--- src/verilog/rstctl_pkg.sv ---
// package: constants and carriers for the reset source controller
package rstctl_pkg;
   // ---------------------------------------------------------------
   // register map (byte offsets on the plain register port)
   // ---------------------------------------------------------------
   localparam logic [7:0] ADDR_SOURCE = 8'hef;
   localparam logic [7:0] ADDR_OSC = 8'hb2;
   localparam logic [7:0] ADDR_WDOG = 8'hff;
   // reset source register bit positions
   localparam int BIT_PIN = 0;
   localparam int BIT_POR = 1;
   localparam int BIT_MCD = 2;
   localparam int BIT_WDT = 3;
   localparam int BIT_SW = 4;
   localparam int BIT_CMP = 5;
   localparam int BIT_CNV = 6;
   // oscillator control register fields
   localparam int BIT_MCD_EN = 7;
   localparam logic [1:0] OSC_SEL_INT2M = 2'h0;
   // watchdog interval and core reset values
   localparam logic [2:0] WDT_INTERVAL_MAX = 3'h7;
   localparam logic [7:0] PORT_LATCH_RESET = 8'hff;
   localparam logic [15:0] PC_RESET = 16'h0000;
   // ---------------------------------------------------------------
   // timing
   // ---------------------------------------------------------------
   localparam int CLK_MHZ = 40;
   localparam int POR_TIMEOUT_MS = 100;
   localparam int POR_TIMEOUT_CYC = POR_TIMEOUT_MS * 1000 * CLK_MHZ;
   localparam int PIN_HOLD_CYC = 12;
   localparam int MCD_TIMEOUT_US = 100;
   localparam int MCD_TIMEOUT_CYC = MCD_TIMEOUT_US * CLK_MHZ;
   localparam int CNT_W = 23;

   typedef enum logic [1:0] {
      ST_RUN = 2'b00,
      ST_HOLD = 2'b01,
      ST_STRETCH = 2'b10
   } phase_e;

   typedef struct packed {
      logic [7:0] port_latch;
      logic [15:0] pc_load;
      logic [1:0] clk_sel;
      logic [2:0] wdt_interval;
      logic wdt_enable;
   } core_init_s;
endpackage : rstctl_pkg

--- src/verilog/rst_source_ctl.sv ---
// reset source controller: gathers seven sources, holds and releases core
//
// Local design decisions: strobed register access and the placing of the registers.
`timescale 1ns/10ps
`default_nettype none

module rst_source_ctl
   import rstctl_pkg::*;
#(
   parameter int POR_CYCLES = POR_TIMEOUT_CYC,
   parameter int MCD_CYCLES = MCD_TIMEOUT_CYC
) (
   // clock and reset
   input wire logic CLK,
   input wire logic RESETN,
   // register port
   input wire logic [7:0] ADDR,
   input wire logic [7:0] WDATA,
   input wire logic WR,
   input wire logic RD,
   output logic [7:0] RDATA,
   // reset sources
   input wire logic SUPPLY_LOW,
   input wire logic RST_PIN_I,
   input wire logic CONVERT_START_INPUT,
   input wire logic COMPARATOR_OUT,
   input wire logic CLOCK_ALIVE,
   input wire logic WDT_TIMEOUT,
   // reset pin drive (open drain)
   output logic RST_PIN_O,
   output logic RST_PIN_OE,
   // to core
   output logic CORE_RESET,
   output logic CORE_RESET_ASYNC,
   output core_init_s CORE_INIT
);
   typedef struct packed {
      phase_e phase;
      logic [CNT_W-1:0] cnt;
      logic drive_pin;
      logic [6:0] flags;
      logic [6:0] cause;
      logic cmp_arm;
      logic cnv_arm;
      logic [7:0] osc;
      logic [15:0] mcd_cnt;
      logic [7:0] rdata;
   } state_s;

   state_s r;
   state_s next_r;

   // ---------------------------------------------------------------
   // source detection
   // ---------------------------------------------------------------
   logic pin_src;
   logic cmp_src;
   logic cnv_src;
   logic mcd_src;
   logic sw_wr;
   logic por_wr;
   logic por_src;
   logic any_src;

   function automatic logic [CNT_W-1:0] cyc(input int n);
      cyc = CNT_W'(n);
   endfunction : cyc

   // own low drive reads back on the pin; it must not restart the hold
   assign pin_src = ~RST_PIN_I & ~r.drive_pin;
   assign cmp_src = r.cmp_arm & ~COMPARATOR_OUT;
   assign cnv_src = r.cnv_arm & ~CONVERT_START_INPUT;
   assign mcd_src = r.osc[BIT_MCD_EN] & (r.mcd_cnt >= 16'(MCD_CYCLES));
   assign sw_wr = WR && ADDR == ADDR_SOURCE && WDATA[BIT_SW];
   assign por_wr = WR && ADDR == ADDR_SOURCE && WDATA[BIT_POR];
   assign por_src = SUPPLY_LOW | por_wr;
   assign any_src = por_src | pin_src | cnv_src | sw_wr | cmp_src
      | mcd_src | WDT_TIMEOUT;

   // comparator path reaches the core without needing a clock edge
   assign CORE_RESET_ASYNC = cmp_src | ~RESETN;

   // ---------------------------------------------------------------
   // next state
   // ---------------------------------------------------------------
   always_comb begin
      next_r = r;
      next_r.rdata = 8'h00;
      // clock monitor: counts cycles with no sign of clock activity
      if (!r.osc[BIT_MCD_EN] || CLOCK_ALIVE) begin
         next_r.mcd_cnt = 16'h0000;
      end else if (r.mcd_cnt < 16'(MCD_CYCLES)) begin
         next_r.mcd_cnt = r.mcd_cnt + 16'h0001;
      end
      if (r.phase == ST_RUN && WR) begin
         if (ADDR == ADDR_SOURCE) begin
            next_r.cmp_arm = WDATA[BIT_CMP];
            next_r.cnv_arm = WDATA[BIT_CNV];
         end else if (ADDR == ADDR_OSC) begin
            next_r.osc = WDATA;
         end
      end
      if (RD) begin
         if (ADDR == ADDR_SOURCE) begin
            next_r.rdata = {1'b0, r.flags};
         end else if (ADDR == ADDR_OSC) begin
            next_r.rdata = r.osc;
         end
      end
      // any live source restarts the hold (only a power source while the pin is driven); later sources add to cause
      if (any_src) begin
         next_r.phase = ST_HOLD;
         if (r.phase == ST_RUN) begin
            next_r.cause = 7'h00;
         end
         if (r.phase == ST_RUN || next_r.cause[BIT_POR] == 1'b0) begin
            next_r.cause[BIT_POR] = por_src;
         end
         next_r.cause[BIT_PIN] = next_r.cause[BIT_PIN] | pin_src;
         next_r.cause[BIT_CNV] = next_r.cause[BIT_CNV] | cnv_src;
         next_r.cause[BIT_SW] = next_r.cause[BIT_SW] | sw_wr;
         next_r.cause[BIT_CMP] = next_r.cause[BIT_CMP] | cmp_src;
         next_r.cause[BIT_MCD] = next_r.cause[BIT_MCD] | mcd_src;
         next_r.cause[BIT_WDT] = next_r.cause[BIT_WDT] | WDT_TIMEOUT;
         if (por_src) begin
            next_r.drive_pin = 1'b1;
            next_r.cnt = cyc(POR_CYCLES);
         end else if (!next_r.drive_pin) begin
            next_r.cnt = cyc(PIN_HOLD_CYC);
         end
      end else begin
         case (r.phase)
            ST_HOLD: begin
               next_r.phase = ST_STRETCH;
            end
            ST_STRETCH: begin
               if (r.cnt > cyc(1)) begin
                  next_r.cnt = r.cnt - cyc(1);
               end else begin
                  next_r.phase = ST_RUN;
                  next_r.drive_pin = 1'b0;
                  next_r.cmp_arm = 1'b0;
                  next_r.cnv_arm = 1'b0;
                  next_r.osc = 8'h00;
                  next_r.mcd_cnt = 16'h0000;
                  if (r.cause[BIT_POR]) begin
                     next_r.flags = 7'h00;
                     next_r.flags[BIT_POR] = 1'b1;
                  end else begin
                     next_r.flags = r.cause;
                  end
               end
            end
            default: begin
               next_r.phase = ST_RUN;
            end
         endcase
      end
   end

   // ---------------------------------------------------------------
   // state register
   // ---------------------------------------------------------------
   always_ff @(posedge CLK or negedge RESETN) begin
      if (!RESETN) begin
         r <= '{
            phase: ST_HOLD,
            cnt: CNT_W'(PIN_HOLD_CYC),
            drive_pin: 1'b1,
            flags: 7'h02,
            cause: 7'h02,
            cmp_arm: 1'b0,
            cnv_arm: 1'b0,
            osc: 8'h00,
            mcd_cnt: 16'h0000,
            rdata: 8'h00
         };
      end else begin
         r <= next_r;
      end
   end

   // ---------------------------------------------------------------
   // outputs
   // ---------------------------------------------------------------
   assign RDATA = r.rdata;
   assign RST_PIN_O = 1'b0;
   assign RST_PIN_OE = r.drive_pin;
   // core halts and loads register reset values while held; memory untouched
   assign CORE_RESET = (r.phase != ST_RUN) | CORE_RESET_ASYNC;
   assign CORE_INIT.port_latch = PORT_LATCH_RESET;
   assign CORE_INIT.pc_load = PC_RESET;
   assign CORE_INIT.clk_sel = OSC_SEL_INT2M;
   assign CORE_INIT.wdt_interval = WDT_INTERVAL_MAX;
   assign CORE_INIT.wdt_enable = 1'b1;

   // ---------------------------------------------------------------
   // checks
   // ---------------------------------------------------------------
   // checker helper: cycles since an outside party last pulled the pin low
   logic [3:0] pin_hi_cnt;

   always_ff @(posedge CLK or negedge RESETN) begin
      if (!RESETN) begin
         pin_hi_cnt <= 4'hf;
      end else if (!RST_PIN_I && !RST_PIN_OE) begin
         pin_hi_cnt <= 4'h0;
      end else if (pin_hi_cnt != 4'hf) begin
         pin_hi_cnt <= pin_hi_cnt + 4'h1;
      end
   end

   a_pin_hold: assert property (@(posedge CLK) disable iff (!RESETN)
      pin_hi_cnt < 4'(PIN_HOLD_CYC) |-> CORE_RESET)
      else $error("pin reset released too early");
   a_pin_release: assert property (@(posedge CLK) disable iff (!RESETN)
      r.phase == ST_RUN |-> !RST_PIN_OE)
      else $error("reset pin still driven while running");
   a_mcd_no_pin: assert property (@(posedge CLK) disable iff (!RESETN)
      (mcd_src && !RST_PIN_OE && !por_src) |=> !RST_PIN_OE)
      else $error("clock detector reset drove the pin");
   a_cmp_no_pin: assert property (@(posedge CLK) disable iff (!RESETN)
      (cmp_src && !RST_PIN_OE && !por_src) |=> !RST_PIN_OE)
      else $error("comparator reset drove the pin");
   a_cnv_no_pin: assert property (@(posedge CLK) disable iff (!RESETN)
      (cnv_src && !RST_PIN_OE && !por_src) |=> !RST_PIN_OE)
      else $error("convert input reset drove the pin");
   a_arm_clear: assert property (@(posedge CLK) disable iff (!RESETN)
      $rose(r.phase == ST_RUN) |-> (!r.cmp_arm && !r.cnv_arm))
      else $error("reset source arms survived reset");
   a_rdata_idle: assert property (@(posedge CLK) disable iff (!RESETN)
      !$past(RD) |-> RDATA == 8'h00)
      else $error("read data outside read cycle");
   a_init_const: assert property (@(posedge CLK) disable iff (!RESETN)
      CORE_INIT.pc_load == PC_RESET && CORE_INIT.wdt_enable)
      else $error("core start values wrong");
   a_por_pin_drive: assert property (@(posedge CLK) disable iff (!RESETN)
      por_src |=> RST_PIN_OE)
      else $error("reset pin not driven on power reset");
   a_sw_no_pin: assert property (@(posedge CLK) disable iff (!RESETN)
      (sw_wr && !RST_PIN_OE && !por_src) |=> !RST_PIN_OE)
      else $error("software reset drove the pin");
   a_src_reset: assert property (@(posedge CLK) disable iff (!RESETN)
      any_src |=> CORE_RESET)
      else $error("source did not reset core");
   a_cmp_async: assert property (@(posedge CLK) disable iff (!RESETN)
      cmp_src |-> CORE_RESET)
      else $error("comparator reset not immediate");
   a_por_flag: assert property (@(posedge CLK) disable iff (!RESETN)
      (r.phase != ST_RUN && r.cause[BIT_POR]) ##1 r.phase == ST_RUN
      |-> r.flags == 7'h02)
      else $error("power flag wrong after power reset");
   a_wdt_flag: assert property (@(posedge CLK) disable iff (!RESETN)
      (r.phase != ST_RUN && !r.cause[BIT_POR]) ##1 r.phase == ST_RUN
      |-> r.flags[BIT_WDT] == $past(r.cause[BIT_WDT]))
      else $error("watchdog flag wrong");
   a_mcd_enable: assert property (@(posedge CLK) disable iff (!RESETN)
      !r.osc[BIT_MCD_EN] |-> !mcd_src)
      else $error("clock detector active while off");
   a_release_clk: assert property (@(posedge CLK) disable iff (!RESETN)
      $rose(r.phase == ST_RUN) |-> r.osc == 8'h00)
      else $error("clock select not reset");
   c_pin: cover property (@(posedge CLK) !RST_PIN_I ##[1:20] !CORE_RESET);
   c_sw: cover property (@(posedge CLK) sw_wr ##[1:30] r.flags[BIT_SW]);
   c_cmp: cover property (@(posedge CLK) cmp_src ##[1:30] r.flags[BIT_CMP]);
   c_wdt: cover property (@(posedge CLK) WDT_TIMEOUT ##[1:30] r.flags[BIT_WDT]);
endmodule : rst_source_ctl

`default_nettype wire

--- config.mk ---
export PLATFORM = sky130hd
export DESIGN_NAME = rst_source_ctl
export DESIGN_NICKNAME = d
export VERILOG_FILES = /design/src/verilog/rstctl_pkg.sv /design/src/verilog/rst_source_ctl.sv
export SDC_FILE = /design/constraint.sdc
export NUM_CORES = 1
export LEC_CHECK = 0
export ABC_AREA = 1
export CORE_UTILIZATION = 40
export CTS_BUF_LIST = sky130_fd_sc_hd__clkbuf_2 sky130_fd_sc_hd__clkbuf_4 sky130_fd_sc_hd__clkbuf_8
export DETAILED_ROUTE_END_ITERATION = 6
export DONT_BUFFER_PORTS = 1
export SKIP_CTS_REPAIR_TIMING = 1
export SYNTH_ARGS = -nofsm -noshare
export SYNTH_HDL_FRONTEND = slang
export SYNTH_SLANG_ARGS = --single-unit
--- constraint.sdc ---
create_clock -name CLK -period 2.26 [get_ports CLK]
set_clock_uncertainty 0.1 [all_clocks]
set_input_delay 0.226 -clock CLK [delete_from_list [all_inputs] [get_ports CLK]]
set_output_delay 0.226 -clock CLK [all_outputs]
set_load 0.005 [all_outputs]
==> flow_summary_export.csv, run 1 <==
group,metric,value,unit
synthesis,synth_mux_area_frac,0,
power_and_ir_drop,power.total,2870,uW
synthesis,yosys.area_share.adder,0.0112,
sta,fmax,485,MHz
routing,drt_iter0_markers,189,
hold_path,hold_start,"CLOCK_ALIVE",
synthesis,synth-edff-count,0,
global_route,overflow,0,
clock_tree,clock-sinks,74,
setup_path,crit_type,"flip-flop to flip-flop",
global_route,grt_pass1_vias,3582,
sta,period_share,0.913,
finish,mostFrequentLayoutCells,"nand2_1, nor2_1, dfrtp_1",
die,initial_core_util,0.411,
synthesis,syn_inst,589,
setup_path,cp.arrival,2.20,ns
setup_path,worstPathRequired,2.40,ns
synthesis,synthXorXnorAreaFrac,0.0372,
sta,hold_violations,0,
synthesis,yosysUniqueCellTypes,34,
finish,drive_above_1_share,0.125,
global_route,grt_max_degree,77,
synthesis,synth_top_family_by_area,"simple AND/OR/NAND/NOR gates",
routing,totalWireLength,10.1,mm
synthesis,syn_area,4480,um2
finish,flow.area_growth_from_synthesis,7.52,%
die,die_area,11600,um2
die,die_w,108,um
synthesis,post_synth.cell_area_avg,7.60,um2
clock_tree,cts.path.max_buffers,2,
die,core_area,10900,um2
synthesis,ys_ff_latch,74,
finish,mostFrequentLayoutCell,"nand2_1",
synthesis,synthSimpleGateAreaFrac,0.342,
die,rows,38,
power_and_ir_drop,p_leak,0.00233,uW
setup_path,endpoint_kind,"flip-flop",
clock_tree,cts_buffers,9,
clock_tree,cts_tree,"built",
clock_tree,clk_latency,0.35,ns
global_route,grt_pass1_wl,17.2,mm
routing,drcViolationCount,0,
power_and_ir_drop,irDropWorstVdd,313,uV
power_and_ir_drop,p_per_area,597,nW/um2
clock_tree,clk_pin_slew,0.08,ns
synthesis,ys.flop_type,"dfrtp_1",
flow_run,drv_cap,0,
place,hpwlAfterDp,7.36,mm
die,die_h,108,um
clock_tree,root_buffer,"clkbuf_8",
sta,slew_viol_final,0,
clock_tree,ctsHtreeMaxLevel,3,
sta,setup_tns,0,ns
global_route,grt_util_all_layers,0.190,
outcome,status,"completed",
die,pin_count,68,
setup_path,cp-start-kind,"flip-flop",
place,port_buffers,0,
routing,vias,3611,
routing,wl_per_cell,13.6,um
synthesis,synth_compound_area_frac,0.0690,
routing,viasPerCell,4.84,
synthesis,seq_area_frac_synth,0.415,
finish,antenna_cells,0,
setup_path,cp_max_fo,15,
setup_path,cp-startpoint,"r[60]",
hold_path,hp-class,"primary input to flip-flop",
setup_path,r2r_start,"r[60]",
sta,finalSetupViolations,0,
global_route,antenna_found_initial,0,
place,gp_congestion,0.865,
routing,ant_nets,0,
routing,first_pass_iters,5,
synthesis,yosys_warnings,0,
sta,period_needed,2.06,ns
synthesis,synthArstFlopShare,1.00,
finish,nets,631,
-- layer usage --
layer | part of all wire | vias to the layer above | wire length [um] | global-route usage
met3 | 0.047 | 15 | 471 | 0.0484
li1 | - | 1803 | - | -
met2 | 0.49 | 88 | 4960 | 0.321
met4 | 0.015 | 0 | 149 | 0.0597
met1 | 0.45 | 1705 | 4530 | 0.237
met5 | 0 | - | 0 | 0
-- path summary, 6_finish.rpt --
check,slack (ns),depth (start not counted),end
max,0.20,10,r[58]
min,0.007,3,r[22]
max reg2reg,0.20,10,r[58]
min reg2reg,0.39,2,r[43]
max in group asynchronous,1.40,2,r[51]
min in group asynchronous,0.32,2,r[29]
-- critical path, stage by stage, from the launching register on --
cell	delay [ns]
dfrtp_1	0.44
nor2_1	0.20
nand2_1	0.11
nor2_2	0.18
nand3_2	0.12
nand3_2	0.13
nand3_2	0.20
nand2_8	0.20
inv_2	0.13
nand2_1	0.08
nand2_1	0.05
-- flip-flops by register name (all words and copies together) (netlist names) --
register	cells
r	65
RDATA	8
RST_PIN_OE	1
-- cells in the mapped netlist (3+ instances only) --
cell type / n / area share
nand2_2: 7 / 0.0098
o22ai_1: 3 / 0.0042
nand3_1: 27 / 0.030
nor2_4: 3 / 0.0075
buf_6: 4 / 0.010
dfrtp_1: 68 / 0.38
nor2_1: 84 / 0.070
nand2_1: 176 / 0.15
nand2_4: 4 / 0.010
o21bai_1: 3 / 0.0050
o21ai_0: 22 / 0.025
inv_1: 46 / 0.039
ha_1: 4 / 0.011
nor2_2: 6 / 0.0084
dfstp_2: 6 / 0.035
buf_4: 40 / 0.067
inv_2: 5 / 0.0042
xnor2_1: 10 / 0.020
a21oi_1: 10 / 0.011
nand4_1: 10 / 0.014
a21oi_2: 10 / 0.020
xor2_1: 9 / 0.018
nor3_1: 10 / 0.011
nand3_2: 5 / 0.011
-- final cells by class --
cell class | instances | area, um2
Sequential cell | 74 | 1860
Multi-Input combinational cell | 445 | 2180
Inverter | 51 | 191
Timing Repair Buffer | 20 | 210
Fill cell | 1131 | 6070
Clock inverter | 6 | 65.1
Tap cell | 140 | 175
Clock buffer | 10 | 131
-- through the flow --
stage / hold slack [ns] / util / cell area, um2 / instances / setup slack, ns
after global routing: 0.00286 / 0.442 / 4810 / 746 / -0.00216
after detailed placement: -0.168 / 0.411 / 4470 / 718 / 0.198
after global placement: -0.168 / 0.411 / 4470 / 718 / 0.242
final: 0.00699 / 0.442 / 4810 / 746 / 0.197
after CTS: -0.562 / 0.429 / 4670 / 734 / 0.169
after floorplan: -0.170 / - / 4590 / 618 / 0.444
-- kinds of logic after synthesis --
family                   Yosys count
XOR/XNOR                          19
buffers and inverters             99
AND/OR/NAND/NOR                  340
AO/OA/AOI/OAI                     51
adder cells (fa/ha/maj)            4
other                              2
flip-flops                        74
-- power breakdown --
part | internal, uW | switching (uW)
sequential | 1360 | 43.8
combinational | 138 | 283
clock | 525 | 525
total | 2020 | 852
No activity file was read; power rests on OpenSTA's default activity.
==> run 2: changes to the inputs <==
--- a/config.mk
+++ b/config.mk
@@ -5,7 +5,6 @@
 export SDC_FILE = /design/constraint.sdc
 export NUM_CORES = 1
 export LEC_CHECK = 0
-export ABC_AREA = 1
 export CORE_UTILIZATION = 40
 export CTS_BUF_LIST = sky130_fd_sc_hd__clkbuf_2 sky130_fd_sc_hd__clkbuf_4 sky130_fd_sc_hd__clkbuf_8
 export DETAILED_ROUTE_END_ITERATION = 6
==> flow_summary_export.csv, run 2 <==
group,metric,value,unit
finish,nets,488,
synthesis,synth_most_common_cell,"dfrtp_1",
synthesis,yosysTopAreaCell,"dfrtp_1",
die,die_area,10400,um2
power_and_ir_drop,combPwrFrac,0.114,
synthesis,ys.flop_type,"dfrtp_1",
die,die_h,102,um
setup_path,crit_type,"flip-flop to flip-flop",
finish,final_cells,596,
power_and_ir_drop,irDropWorstVdd,381,uV
hold_path,hp-class,"primary input to flip-flop",
routing,viasPerCell,5.17,
clock_tree,cts.path.max_buffers,2,
clock_tree,root_buffer,"clkbuf_8",
global_route,overflow,0,
synthesis,syn_inst,421,
power_and_ir_drop,power.total,2790,uW
flow_run,drv_cap,0,
synthesis,synth-edff-count,0,
die,core_area,9730,um2
synthesis,synthArstFlopShare,1.00,
sta,finalSetupViolations,0,
global_route,grt_pass1_vias,2910,
setup_path,r2r_setup_slack,0.11,ns
clock_tree,clk_latency,0.36,ns
clock_tree,cts_buffers,9,
die,die_w,102,um
setup_path,worstPathRequired,2.42,ns
sta,period_share,0.953,
synthesis,ys_ff_latch,74,
synthesis,post_synth.cell_area_avg,9.46,um2
synthesis,yosysUniqueCellTypes,57,
sta,slew_viol_final,0,
power_and_ir_drop,p_leak,0.00209,uW
power_and_ir_drop,power_frac_seq,0.498,
synthesis,netlist_top_cells_area,"dfrtp_1, buf_4, nor2_1, dfstp_2, o21ai_1",
place,gp_congestion,0.814,
finish,antenna_cells,0,
sta,hold_violations,0,
routing,vias,3080,
setup_path,cp-start-kind,"flip-flop",
synthesis,seq_area_frac_synth,0.467,
die,rows,36,
clock_tree,clk_pin_slew,0.08,ns
global_route,grt_util_all_layers,0.178,
sta,period_needed,2.15,ns
setup_path,endpoint_kind,"flip-flop",
power_and_ir_drop,p_per_area,604,nW/um2
global_route,grt_max_degree,77,
synthesis,yosys_warnings,0,
power_and_ir_drop,clkPwrFrac,0.388,
synthesis,synth_top_area_frac,0.427,
routing,drt_iter0_markers,121,
place,hpwlAfterDp,6.06,mm
finish,regMostFlops,"r",
place,port_buffers,0,
finish,mostFrequentLayoutCell,"dfrtp_1",
routing,drcViolationCount,1,
outcome,status,"complete, but fails checks",
finish,largest_reg_flops,65,
finish,drive_above_1_share,0.171,
synthesis,yosys-top-cells-count,"dfrtp_1, nor2_1, buf_4",
power_and_ir_drop,p_int,2010,uW
power_and_ir_drop,p_sw,779,uW
clock_tree,cts_tree,"built",
die,pin_count,68,
clock_tree,ctsHtreeMaxLevel,3,
finish,mostFrequentLayoutCells,"dfrtp_1, nor2_1, nand2_1, conb_1, buf_4",
sta,rsz0062_at_grt,"false",
setup_path,cp_max_fo,5,
global_route,grt_pass1_wl,14.2,mm
synthesis,syn_area,3980,um2
setup_path,cp.arrival,2.31,ns
sta,fmax,464,MHz
routing,first_pass_iters,6,
global_route,antenna_found_initial,0,
place,post-place-cells,562,
outcome,violations,"design-rule violations",
finish,flow.area_growth_from_synthesis,16.2,%
routing,totalWireLength,8.96,mm
power_and_ir_drop,swShare,0.279,
routing,wl_per_cell,15.0,um
die,initial_core_util,0.409,
clock_tree,clock-sinks,74,
routing,ant_nets,0,
run 2: critical path: stages, from the launching register on:
cell,delay (ns)
dfstp_2,0.53
nor2_1,0.06
or4_4,0.51
a2111oi_4,0.33
nand2_4,0.13
buf_4,0.18
o31ai_1,0.22
run 2: final timing paths:
kind	endpoint	cells past startpoint	start
worst max-delay path	r[71]	6	RST_PIN_OE
max in group asynchronous	r[72]	2	RESETN
min in group asynchronous	r[47]	2	RESETN
worst min register to register	r[46]	2	r[46]
worst max register to register	r[71]	6	RST_PIN_OE
worst min-delay path	r[34]	2	RST_PIN_I
run 2: final cells by class:
class | count | area [um2]
inverters | 13 | 48.8
well taps | 133 | 166
clock inverters | 7 | 82.6
multi-input cells | 312 | 1890
clock buffers | 9 | 124
fillers | 972 | 5100
repair buffers | 48 | 450
flip-flops and latches | 74 | 1860
run 2: kinds of logic after synthesis:
| group | count (synthesis) | synth area share |
|---|---|---|
| adder cells (fa/ha/maj) | 4 | 0.0126 |
| AO/OA/AOI/OAI | 95 | 0.163 |
| flip-flops | 74 | 0.467 |
| multiplexers | 11 | 0.0280 |
| buffers and inverters | 66 | 0.103 |
| other | 2 | 0.00189 |
| AND/OR/NAND/NOR | 159 | 0.203 |
| XOR/XNOR | 10 | 0.0220 |
run 2: power by group through the flow:
| stage | combinational, uW | clock [uW] | sequential, uW |
|---|---|---|---|
| final | 319 | 1080 | 1390 |
| after CTS | 252 | 1110 | 1390 |
| after global placement | 246 | 0 | 1410 |
| after floorplan | 206 | 0 | 1410 |
| after detailed placement | 252 | 0 | 1410 |
| after global routing | 358 | 1170 | 1390 |
run 2: through the flow:
step	setup WS (ns)	hold slack (ns)	area, um2	utilization	setup TNS (ns)
finish	0.105	0.00463	4630	0.475	0
detailed placement	-0.0851	-0.167	4170	0.429	-0.632
floorplan	0.0289	-0.170	4090	-	0
CTS	-0.0987	-0.561	4380	0.450	-0.831
global route	0.0156	0.00787	4630	0.475	0
global placement	0.0570	-0.167	4170	0.429	0
run 2: routing by layer:
metal  vias up  routed length, um  part of all wire  GRT usage
met5         -                  0                 0          0
met4         0                152             0.017     0.0569
met3        14                327             0.037     0.0421
met2        75               4400              0.49      0.300
met1      1496               4070              0.45      0.226
li1       1495                  -                 -          -
==> run 3: changes to the inputs <==
==> constraint.sdc (replaced) <==
create_clock -name CLK -period 2.7 [get_ports CLK]
set_clock_uncertainty 0.1 [all_clocks]
set_input_delay 0.27 -clock CLK [delete_from_list [all_inputs] [get_ports CLK]]
set_output_delay 0.27 -clock CLK [all_outputs]
set_load 0.005 [all_outputs]
==> flow_summary_export.csv, run 3 (synthesized netlist as in run 2, its figures left out) <==
group,metric,value,unit
setup_path,timing.critical_path.max_delay_family,"multiplexers",
outcome,violations,"negative hold slack",
routing,first_pass_iters,5,
die,die_w,102,um
power_and_ir_drop,irDropWorstVdd,308,uV
die,initial_core_util,0.409,
clock_tree,cts.path.max_buffers,2,
setup_path,endpoint_kind,"flip-flop",
finish,mostFrequentLayoutCell,"dfrtp_1",
sta,finalSetupViolations,0,
global_route,grt_util_all_layers,0.172,
routing,drcViolationCount,0,
die,die_area,10400,um2
finish,ff_latch_area,1860,um2
setup_path,cpPeakStageDelay,0.64,ns
clock_tree,cts_buffers,9,
routing,vias,2931,
routing,totalWireLength,8.21,mm
place,port_buffers,0,
sta,worst_pin_slew,0.606,ns
sta,period_needed,2.45,ns
clock_tree,clk_pin_slew,0.09,ns
global_route,grt_pass1_vias,2766,
setup_path,worstPathRequired,2.87,ns
setup_path,worstPathCellList,"nor2_1 -> nor4_1 -> o211ai_1 -> mux2_2 -> o21ai_0 -> o21ai_1",
finish,multi_input_area,1820,um2
clock_tree,clk_latency,0.36,ns
die,rows,36,
power_and_ir_drop,p_leak,0.00193,uW
die,pin_count,68,
place,hpwlAfterDp,5.67,mm
place,preCtsSetupSlack,0.278,ns
setup_path,cp-start-kind,"flip-flop",
setup_path,crit_type,"flip-flop to flip-flop",
finish,flow.area_growth_from_synthesis,9.18,%
sta,slew_headroom,0.592,
finish,n_fill_cell,949,
clock_tree,root_buffer,"clkbuf_8",
routing,ant_nets,0,
routing,drt_iter0_markers,87,
finish,largest_reg_flops,65,
sta,slew_viol_final,0,
die,die_h,102,um
finish,antenna_cells,0,
global_route,grt_max_degree,77,
die,core_area,9730,um2
setup_path,crit_buf_inv,0,
place,post-place-cells,542,
power_and_ir_drop,p_per_area,543,nW/um2
outcome,status,"complete, but fails checks",
clock_tree,ctsHtreeMaxLevel,3,
setup_path,crit_slowest_cell,"mux2_2",
finish,fin_area,4350,um2
sta,rsz0062_at_grt,"false",
place,gp_congestion,0.786,
global_route,overflow,0,
sta,holdWs,-0.0211,ns
routing,wl_per_cell,14.4,um
finish,regMostFlops,"r",
setup_path,cp.arrival,2.62,ns
sta,period_share,0.907,
sta,fmax,408,MHz
global_route,grt_pass1_wl,13.6,mm
flow_run,drv_cap,0,
sta,setup_tns,0,ns
sta,setup_slack,0.252,ns
global_route,antenna_found_initial,0,
sta,hold_violations,2,
finish,mostFrequentLayoutCells,"dfrtp_1, nor2_1, nand2_1, conb_1, o21ai_1",
clock_tree,cts_tree,"built",
hold_path,hp-class,"primary input to flip-flop",
setup_path,cp_max_fo,28,
finish,drive_above_1_share,0.110,
place,placed_area,3990,um2
finish,nets,462,
finish,final_cells,570,
routing,viasPerCell,5.14,
clock_tree,clock-sinks,74,
-- run 3: cell types whose count changed in the layout (fill, tap and decap cells not counted), sizes merged --
cell / change
buf: -22
inv: -2
bufinv: +1
mux2: -2
dlygate4sd3: -2
clkinvlp: +1
-- run 3: layout make-up --
cell class,count,share of cell area
inverters,13,0.0112
repair buffers,24,0.0524
flip-flops and latches,74,0.428
multi-input cells,310,0.419
well taps,133,0.0383
clock buffers,9,0.0285
clock inverters,7,0.0230
-- run 3: worst paths after layout --
path                                  from    end  slack, ns  depth (start not counted)
worst max-delay path            RST_PIN_OE  r[64]       0.25                          6
worst min-delay path              WDATA[1]  r[25]      -0.02                          2
worst max register to register  RST_PIN_OE  r[64]       0.25                          6
worst min register to register       r[42]  r[42]       0.36                          2
max in group asynchronous           RESETN  r[35]       1.80                          2
min in group asynchronous           RESETN  r[53]       0.35                          2
-- run 3: where the power goes --
group          leakage, uW  switching, uW  internal (uW)  total (uW)
sequential        0.000995           27.5           1140        1160
combinational     0.000829            144           81.2         225
clock             0.000102            446            526         972
total              0.00193            617           1740        2360
-- run 3: worst register-to-register path: stages, from the launching register on --
cell and delay [ns]:
dfstp_2 0.58, nor2_1 0.08, nor4_1 0.37, o211ai_1 0.31, mux2_2 0.64, o21ai_0 0.18, o21ai_1 0.11
-- run 3: stage by stage --
stage / total power (uW) / utilization
after floorplan: 1350 / -
after global placement: 1360 / 0.410
after detailed placement: 1370 / 0.410
after CTS: 2350 / 0.433
after global routing: 2470 / 0.447
final: 2360 / 0.447
-- run 3: layer usage --
metal	GRT usage	part of all wire	vias to the layer above
met5	0	0	-
met4	0.0535	0.010	0
met3	0.0469	0.046	8
met2	0.286	0.48	70
met1	0.218	0.47	1415
li1	-	-	1438
